$ cat src/rtl/cp_pkg.sv
// Purpose: Shared constants and carriers for the charge pump control block
// Assumes: 8-bit transmitter register port, 4-bit register address
// Notes:   Register reads show reserved bits as zero

package cp_pkg;

  // ********************************************************************
  // Register port geometry
  // ********************************************************************
  localparam int unsigned ADDR_W = 4;
  localparam int unsigned DATA_W = 8;

  // ********************************************************************
  // Register addresses
  // ********************************************************************
  localparam logic [ADDR_W-1:0] ADDR_CTRL_TWO = 4'h2;
  localparam logic [ADDR_W-1:0] ADDR_TRIM_DIS = 4'h8;

  // ********************************************************************
  // Field positions in rf_control_two
  // ********************************************************************
  localparam int unsigned BIT_PUMP_RUN     = 0;
  localparam int unsigned BIT_TSEL_LO      = 1;
  localparam int unsigned TSEL_W           = 2;
  localparam int unsigned BIT_SUPPLY_CONN  = 3;
  localparam int unsigned BIT_RESERVE_CONN = 4;

  // ********************************************************************
  // Field positions in rf_trim_discharge
  // ********************************************************************
  localparam int unsigned BIT_DISCHARGE = 5;

  // ********************************************************************
  // Reset values
  // ********************************************************************
  localparam logic              RST_BIT  = 1'b0;
  localparam logic [TSEL_W-1:0] RST_TSEL = 2'h0;
  localparam logic [DATA_W-1:0] RST_DATA = 8'h00;

  // ********************************************************************
  // Timing
  // ********************************************************************
  localparam int unsigned CLK_PERIOD_NS = 25;
  localparam int unsigned CNT_W         = 32;
  localparam int unsigned SYNC_STAGES   = 2;

  // ********************************************************************
  // Types
  // ********************************************************************
  typedef enum logic [0:0] {
    ST_IDLE = 1'b0,
    ST_PUMP = 1'b1
  } pump_state_e;

  typedef struct packed {
    logic              wr;
    logic [ADDR_W-1:0] addr;
    logic [DATA_W-1:0] wdata;
  } reg_req_s;

  typedef struct packed {
    logic pump_run;
    logic osc_en;
    logic discharge_en;
    logic reservoir_sw;
    logic supply_sw;
  } pump_ctl_s;

endpackage : cp_pkg

$ cat src/rtl/cp_charge_timer.sv
// Purpose: Charge timeout timer counting pump oscillator cycles
// Assumes: Runs on the pump oscillator clock; clear has priority
// Notes:   Terminal count doubles with each step of the time select

`timescale 1ns/100ps

module cp_charge_timer #(
  parameter int unsigned BASE_CYCLES = 1000000
) (
  input  wire logic                       mclk_i,
  input  wire logic                       arst_n_i,
  input  wire logic                       clear_i,
  input  wire logic                       run_i,
  input  wire logic [cp_pkg::TSEL_W-1:0]  tsel_i,
  output logic                            expired_o
);

  logic [cp_pkg::CNT_W-1:0] cnt_r;
  logic [cp_pkg::CNT_W-1:0] cnt_nxt;
  logic [cp_pkg::CNT_W-1:0] term;

  // ********************************************************************
  // Terminal count and count update
  // ********************************************************************
  // Select field shifts the base count: 1x, 2x, 4x, 8x
  always_comb begin
    term    = cp_pkg::CNT_W'(BASE_CYCLES) << tsel_i;
    cnt_nxt = cnt_r;
    if (clear_i) begin
      cnt_nxt = '0;
    end else if (run_i) begin
      cnt_nxt = cnt_r + 1'b1;
    end
  end

  // Expiry on the last counted cycle so the run lasts exactly term cycles
  assign expired_o = run_i && !clear_i && (cnt_r == term - 1'b1);

  // Count register
  always_ff @(posedge mclk_i or negedge arst_n_i) begin
    if (!arst_n_i) begin
      cnt_r <= '0;
    end else begin
      cnt_r <= cnt_nxt;
    end
  end

  // ********************************************************************
  // Checks
  // ********************************************************************
  a_count_bounded: assert property (
    @(posedge mclk_i) disable iff (!arst_n_i)
    run_i |-> (cnt_r < term))
    else $error("charge timer ran past its terminal count");

  a_clear_zero: assert property (
    @(posedge mclk_i) disable iff (!arst_n_i)
    clear_i |=> (cnt_r == '0))
    else $error("charge timer not zeroed on start");

endmodule : cp_charge_timer

$ cat src/rtl/cp_pump_ctrl.sv
// Purpose: Charge pump run control, timeout and reservoir switch bits
// Assumes: Register strobes come from SPI logic on the same clock
// Notes:   Charge limit sense is asynchronous and is synchronised here
//
// Summary of operation
// - Trim register sits at transmitter address 08; other bits reserved.
// - Discharge bit one turns the reservoir discharge path on.
// - Transmitter reset clears the discharge bit.
// - Pump runs only while the pump run bit is set.
// - Setting pump run powers up the pump oscillator.
// - Timeout timer bounds the charge cycle per time select field.
// - Timeout expiry stops the pump and clears the run bit.
// - Reaching the charge limit stops the pump early.
// - Pump run bit reads back its live state.
// - Software clearing pump run ends the charge cycle at once.
// - Reservoir connect switches amplifier supply onto the reservoir.

`timescale 1ns/100ps

module cp_pump_ctrl #(
  parameter int unsigned TIMEOUT_BASE_CYCLES = 1000000
) (
  input  wire logic                        mclk_i,
  input  wire logic                        arst_n_i,
  input  wire cp_pkg::reg_req_s            reg_req_i,
  input  wire logic [cp_pkg::ADDR_W-1:0]   rd_addr_i,
  output logic      [cp_pkg::DATA_W-1:0]   rd_data_o,
  input  wire logic                        charge_limit_i,
  output cp_pkg::pump_ctl_s                pump_ctl_o
);

  // ********************************************************************
  // Declarations
  // ********************************************************************
  cp_pkg::pump_state_e            state_r;
  cp_pkg::pump_state_e            state_nxt;
  logic [cp_pkg::TSEL_W-1:0]      tsel_r;
  logic [cp_pkg::TSEL_W-1:0]      tsel_nxt;
  logic                           supply_r;
  logic                           supply_nxt;
  logic                           reserve_r;
  logic                           reserve_nxt;
  logic                           discharge_r;
  logic                           discharge_nxt;
  logic [cp_pkg::DATA_W-1:0]      rd_data_nxt;
  logic [cp_pkg::SYNC_STAGES-1:0] limit_sync_r;
  logic                           limit_s;
  logic                           wr_ctrl;
  logic                           wr_trim;
  logic                           start;
  logic                           pump_run;
  logic                           expired;

  // Address decode, used for writes and reads alike
  function automatic logic hit(input logic [cp_pkg::ADDR_W-1:0] a,
                               input logic [cp_pkg::ADDR_W-1:0] r);
    hit = (a == r);
  endfunction : hit

  assign wr_ctrl  = reg_req_i.wr && hit(reg_req_i.addr, cp_pkg::ADDR_CTRL_TWO);
  assign wr_trim  = reg_req_i.wr && hit(reg_req_i.addr, cp_pkg::ADDR_TRIM_DIS);
  assign start    = wr_ctrl && reg_req_i.wdata[cp_pkg::BIT_PUMP_RUN];
  assign pump_run = (state_r == cp_pkg::ST_PUMP);
  assign limit_s  = limit_sync_r[cp_pkg::SYNC_STAGES-1];

  // ********************************************************************
  // Charge limit synchroniser
  // ********************************************************************
  // Only the last stage is read; the first may be metastable
  always_ff @(posedge mclk_i or negedge arst_n_i) begin
    if (!arst_n_i) begin
      limit_sync_r <= '0;
    end else begin
      limit_sync_r <= {limit_sync_r[cp_pkg::SYNC_STAGES-2:0],
                       charge_limit_i};
    end
  end

  // ********************************************************************
  // Timeout timer
  // ********************************************************************
  cp_charge_timer #(
    .BASE_CYCLES (TIMEOUT_BASE_CYCLES)
  ) u_timer (
    .mclk_i    (mclk_i),
    .arst_n_i  (arst_n_i),
    .clear_i   (start),
    .run_i     (pump_run),
    .tsel_i    (tsel_r),
    .expired_o (expired)
  );

  // ********************************************************************
  // Pump state and control bits
  // ********************************************************************
  // A software write in the same cycle as a hardware stop wins, so a
  // restart issued right at expiry is not swallowed
  always_comb begin
    state_nxt     = state_r;
    tsel_nxt      = tsel_r;
    supply_nxt    = supply_r;
    reserve_nxt   = reserve_r;
    discharge_nxt = discharge_r;
    case (state_r)
      cp_pkg::ST_IDLE: begin
        if (start) begin
          state_nxt = cp_pkg::ST_PUMP;
        end
      end
      cp_pkg::ST_PUMP: begin
        if (expired || limit_s) begin
          state_nxt = cp_pkg::ST_IDLE;
        end
      end
      default: begin
        state_nxt = cp_pkg::ST_IDLE;
      end
    endcase
    if (wr_ctrl) begin
      // Clearing the run bit stops the cycle at once
      state_nxt   = reg_req_i.wdata[cp_pkg::BIT_PUMP_RUN] ?
                    cp_pkg::ST_PUMP : cp_pkg::ST_IDLE;
      tsel_nxt    = reg_req_i.wdata[cp_pkg::BIT_TSEL_LO +: cp_pkg::TSEL_W];
      supply_nxt  = reg_req_i.wdata[cp_pkg::BIT_SUPPLY_CONN];
      reserve_nxt = reg_req_i.wdata[cp_pkg::BIT_RESERVE_CONN];
    end
    if (wr_trim) begin
      discharge_nxt = reg_req_i.wdata[cp_pkg::BIT_DISCHARGE];
    end
  end

  // Control registers; reset leaves every path off
  always_ff @(posedge mclk_i or negedge arst_n_i) begin
    if (!arst_n_i) begin
      state_r     <= cp_pkg::ST_IDLE;
      tsel_r      <= cp_pkg::RST_TSEL;
      supply_r    <= cp_pkg::RST_BIT;
      reserve_r   <= cp_pkg::RST_BIT;
      discharge_r <= cp_pkg::RST_BIT;
    end else begin
      state_r     <= state_nxt;
      tsel_r      <= tsel_nxt;
      supply_r    <= supply_nxt;
      reserve_r   <= reserve_nxt;
      discharge_r <= discharge_nxt;
    end
  end

  // ********************************************************************
  // Read back
  // ********************************************************************
  // Run bit shows the live state, so software can poll for the end
  always_comb begin
    rd_data_nxt = cp_pkg::RST_DATA;
    if (hit(rd_addr_i, cp_pkg::ADDR_CTRL_TWO)) begin
      rd_data_nxt[cp_pkg::BIT_PUMP_RUN]     = pump_run;
      rd_data_nxt[cp_pkg::BIT_TSEL_LO +: cp_pkg::TSEL_W] = tsel_r;
      rd_data_nxt[cp_pkg::BIT_SUPPLY_CONN]  = supply_r;
      rd_data_nxt[cp_pkg::BIT_RESERVE_CONN] = reserve_r;
    end else if (hit(rd_addr_i, cp_pkg::ADDR_TRIM_DIS)) begin
      rd_data_nxt[cp_pkg::BIT_DISCHARGE]    = discharge_r;
    end
  end

  always_ff @(posedge mclk_i or negedge arst_n_i) begin
    if (!arst_n_i) begin
      rd_data_o <= cp_pkg::RST_DATA;
    end else begin
      rd_data_o <= rd_data_nxt;
    end
  end

  // ********************************************************************
  // Outputs
  // ********************************************************************
  // Oscillator follows the run bit; the pump switches only while it runs
  always_comb begin
    pump_ctl_o.pump_run     = pump_run;
    pump_ctl_o.osc_en       = pump_run;
    pump_ctl_o.discharge_en = discharge_r;
    pump_ctl_o.reservoir_sw = reserve_r;
    pump_ctl_o.supply_sw    = supply_r;
  end

  // ********************************************************************
  // Checks
  // ********************************************************************
  a_trim_write: assert property (
    @(posedge mclk_i) disable iff (!arst_n_i)
    wr_trim |=> pump_ctl_o.discharge_en ==
                $past(reg_req_i.wdata[cp_pkg::BIT_DISCHARGE]))
    else $error("discharge path does not follow trim write");

  a_trim_hold: assert property (
    @(posedge mclk_i) disable iff (!arst_n_i)
    !wr_trim |=> $stable(pump_ctl_o.discharge_en))
    else $error("discharge path changed without trim write");

  a_pump_start: assert property (
    @(posedge mclk_i) disable iff (!arst_n_i)
    !pump_run && !start |=> !pump_ctl_o.pump_run)
    else $error("pump started without a run write");

  a_osc_follows: assert property (
    @(posedge mclk_i) disable iff (!arst_n_i)
    start |=> pump_ctl_o.osc_en && pump_ctl_o.pump_run)
    else $error("oscillator not enabled on pump start");

  a_timeout_stop: assert property (
    @(posedge mclk_i) disable iff (!arst_n_i)
    expired && !wr_ctrl |=> !pump_ctl_o.pump_run && !pump_ctl_o.osc_en)
    else $error("pump still running after timeout");

  a_limit_stop: assert property (
    @(posedge mclk_i) disable iff (!arst_n_i)
    $past(charge_limit_i, 2) && pump_run && !wr_ctrl |=> !pump_run)
    else $error("pump still running past charge limit");

  a_sw_stop: assert property (
    @(posedge mclk_i) disable iff (!arst_n_i)
    wr_ctrl && !reg_req_i.wdata[cp_pkg::BIT_PUMP_RUN] |=> !pump_run)
    else $error("software clear did not stop the pump");

  a_read_live: assert property (
    @(posedge mclk_i) disable iff (!arst_n_i)
    hit(rd_addr_i, cp_pkg::ADDR_CTRL_TWO) |=>
      rd_data_o[cp_pkg::BIT_PUMP_RUN] == $past(pump_run))
    else $error("run bit read back is not the live state");

  a_limit_sync: assert property (
    @(posedge mclk_i) disable iff (!arst_n_i)
    ##2 limit_s == $past(charge_limit_i, 2))
    else $error("charge limit not delayed by two stages");

endmodule : cp_pump_ctrl

$ cat config.mk
export PLATFORM = sky130hd
export DESIGN_NAME = cp_pump_ctrl
export DESIGN_NICKNAME = d
export VERILOG_FILES = /design/src/rtl/cp_pkg.sv /design/src/rtl/cp_charge_timer.sv /design/src/rtl/cp_pump_ctrl.sv
export SDC_FILE = /design/constraint.sdc
export NUM_CORES = 1
export LEC_CHECK = 0
export BUFFER_PORTS_ARGS = -buffer_cell sky130_fd_sc_hd__buf_4
export CORE_AREA = 2 2 72 74
export CTS_BUF_LIST = sky130_fd_sc_hd__clkbuf_2 sky130_fd_sc_hd__clkbuf_4 sky130_fd_sc_hd__clkbuf_8
export CTS_CLUSTER_DIAMETER = 150
export DETAILED_ROUTE_END_ITERATION = 8
export DIE_AREA = 0 0 74 76
export GPL_ROUTABILITY_DRIVEN = 1
export PLACE_DENSITY = 0.79
export RECOVER_POWER = 25
export SYNTH_ARGS = -nofsm -noshare
export SYNTH_HDL_FRONTEND = slang
export SYNTH_SLANG_ARGS = --single-unit
$ cat constraint.sdc
create_clock -name mclk_i -period 1.95 [get_ports mclk_i]
set_clock_uncertainty 0.05 [all_clocks]
set_input_delay 0.195 -clock mclk_i [delete_from_list [all_inputs] [get_ports mclk_i]]
set_output_delay 0.195 -clock mclk_i [all_outputs]
set_load 0.005 [all_outputs]
==> summary.txt <==
status = finished with violations
violated checks = setup timing
RSZ-0062 raised after global routing = yes
CTS max path bufs = 2
CTS tree = yes
WP buf/inv = 0
chip height = 76 um
Inst Count DP = 373
Hold WC Path Type = in -> reg
# DRC = 0
fill cell count = 378
max-slew violation count = 0
synth warn = 0
min Tclk post-route = 2.02 ns
crit end category = flip-flop
first drt pass iteration count = 5
clk sinks = 46
slowest stage cell on the critical path = dfrtp_2
post-DP HPWL = 3.84 mm
Initial Utilization = 50.8%
GRT Total Usage = 20.4%
Num CTS Buffers = 5
CP Max Fanout = 5
synth unique cells = 44
cell area after synthesis = 2500 um2
dpl ws = -0.0788 ns
FF+latch count, synth = 46
Vias = 2083
top cell family by delay on the critical path = simple AND/OR/NAND/NOR gates
drt initial violations = 159
share of layout cells above drive strength 1 = 32.0%
Final GP Congestion = 0.891
number of synthesized flops with an enable pin = 0
MaxCap Viol Count = 0
Seq/Total Area, Yosys = 46.1%
Std-Cell Core Area = 4910 um2
Cells after Synth = 258
fin crit share = 104%
Design Power = 0.00302 W
worst ir drop on vdd = 0.430 mV
CP max stage delay = 0.47 ns
largest area contributor in the netlist = dfrtp_1
f_max = 0.495 GHz
largest net degree at the start of global routing = 47
number of antenna violations at the first check in global routing = 0
number of global-route vias before repair = 1985
via/cell ratio = 5.35
Hold Crit Start = reg_req_i[4]
async set-reset flop share out of synthesis = 100%
final setup vio count = 1
critical path arrival = 2.15 ns
largest cells by area after synthesis = dfrtp_1 46%, xor2_1 6.0%, ha_1 4.0%
Slew @ Worst Pin = 1.12 ns
htree depth = 2
top-area cell type share of the netlist area = 46.1%
# IOs = 33
# rows = 26
critical path class = reg -> reg
Die Width = 74 um
setup ws final = -0.0695 ns
Startpoint Class = flip-flop
Static Leakage = 1.33 nW
Top FF cell, synth = dfrtp_1
drt total wl = 5.60 mm
final std cells w/o fill = 389
WHS = 0.0712 ns
PortBufs = 28
CTS Root Cell = clkbuf_8
ant diodes = 0
Worst EP required = 2.08 ns
slew margin rel. = 25.6%
Util after Layout = 65.4%
Antenna Nets Post-Route = 0
Clk Latency, worst-skew pair = 0.30 ns
Die Area = 5620 um2
DR WL/cell = 14.4 um
nets = 346
Reg-to-Reg Start = tsel_r[1]
layout overhead on the synthesized area = 28.6%
grt ovf = 0
syn_area_per_cell = 9.68 um2
Cell Pwr Density = 940 nW/um2
crit-path cells = ha_2 -> or3_1 -> a211oi_2 -> o2111ai_2 -> nor4_2 -> o22ai_1
CP Launch Point = tsel_r[1]
global-route wire length before repair = 8.95 mm
CTS clk-pin slew, worst paths = 0.09 ns
Fin. Hold Viols = 0
## Yosys cell counts (all sizes together) (5+ instances only)
| cell type | instances |
|---|---|
| buf | 10 |
| or3 | 16 |
| and2 | 6 |
| nand3 | 12 |
| nor2 | 25 |
| dfrtp | 46 |
| nor3 | 7 |
| xor2 | 17 |
| mux2 | 5 |
| nand2 | 23 |
| ha | 8 |
| nand4 | 11 |
| o21ai | 12 |
| a21oi | 15 |
## worst register-to-register path: stages (launching register included)
cell and delay, ns:
dfrtp_2 0.47, ha_2 0.22, or3_1 0.34, a211oi_2 0.25
o2111ai_2 0.15, nor4_2 0.32, o22ai_1 0.10
## logic make-up (layout without fill, tap and decap cells)
group / count (synthesis) / count (layout) / synth area share [%]
adders and majority gates: 8 / 8 / 4.01
xor gates and xnor gates: 21 / 21 / 7.36
AOI/OAI and AO/OA: 36 / 36 / 8.07
muxes: 6 / 6 / 2.66
and+or+nand+nor: 122 / 122 / 27.4
DFF: 46 / 46 / 46.1
other: 1 / 2 / 0.150
buffers and inverters: 18 / 78 / 4.31
## layer usage
| metal | wire [um] | track usage [%] | vias up | part of all wire (%) |
|---|---|---|---|---|
| li1 | - | - | 1024 | - |
| met3 | 235 | 4.89 | 2 | 4.2 |
| met1 | 2460 | 27.2 | 1007 | 44 |
| met2 | 2870 | 31.9 | 50 | 51 |
| met4 | 35 | 7.45 | 0 | 0.63 |
| met5 | 0 | 0 | - | 0 |
## per-stage QoR
step | setup TNS (ns) | instance area [um2]
after floorplan | 0 | 2510
after global placement | -0.0800 | 2960
after detailed placement | -0.0788 | 2960
after CTS | -0.0385 | 3100
after global routing | -0.287 | 3210
final | -0.0695 | 3210
## report_power, final
part / leakage [nW] / internal (W) / switching [W] / total (W)
registers: 0.563 / 0.00119 / 0.000263 / 0.00145
logic: 0.724 / 0.000500 / 0.000490 / 0.000990
clock network: 0.0484 / 0.000263 / 0.000318 / 0.000581
total: 1.33 / 0.00195 / 0.00107 / 0.00302
## what timing repair did
action                     CTS  global route
gates resized for setup      4            15
gates cloned                 0             0
pin swaps                    0             7
setup buffers                0             4
setup endpoints to repair    1            14
hold buffers                 4             0
hold endpoints to repair    48             0
## final timing paths
| kind | end | slack (ns) | cells after the start |
|---|---|---|---|
| setup reg to reg | pump_run | -0.07 | 6 |
| hold reg to reg | limit_sync_r[1] | 0.31 | 0 |
| hold / removal | reserve_r | 0.07 | 2 |
| setup / recovery | pump_run | -0.07 | 6 |
| min in group asynchronous | u_timer.cnt_r[3] | 0.60 | 2 |
| max in group asynchronous | u_timer.cnt_r[11] | 0.50 | 2 |
## state kept, by name, summed over array words and instances, names as in the netlist
name           count
rd_data_o          6
u_timer.cnt_r     32
supply_r           1
discharge_r        1
reserve_r          1
pump_run           1
tsel_r             2
limit_sync_r       2
## cell usage in the layout (no fill, tap or decap), types with 3 or more instances in the layout
cell,instances
nor2_1,23
nand4_1,11
or3_1,13
dfrtp_2,3
a21oi_1,15
buf_4,59
ha_4,3
xor2_1,16
nand3_1,10
mux2_2,5
o31ai_1,3
o21ai_0,12
or3_2,3
ha_1,3
nand2_1,23
dlygate4sd3_1,4
nand3b_1,3
clkbuf_8,5
and2_1,6
dfrtp_1,43
xnor2_1,4
nor3_1,7
or4_1,4
## cell type report
class | instances | area [um2] | share of cell area [%]
multi-input cells | 195 | 1350 | 42.0
flip-flops and latches | 46 | 1150 | 36.0
repair buffers | 66 | 515 | 16.0
well taps | 70 | 87.6 | 2.73
clock buffers | 6 | 76.3 | 2.38
inverters | 4 | 20.0 | 0.623
clock inverters | 2 | 10.0 | 0.312
No activity file was read; power rests on OpenSTA's default activity.
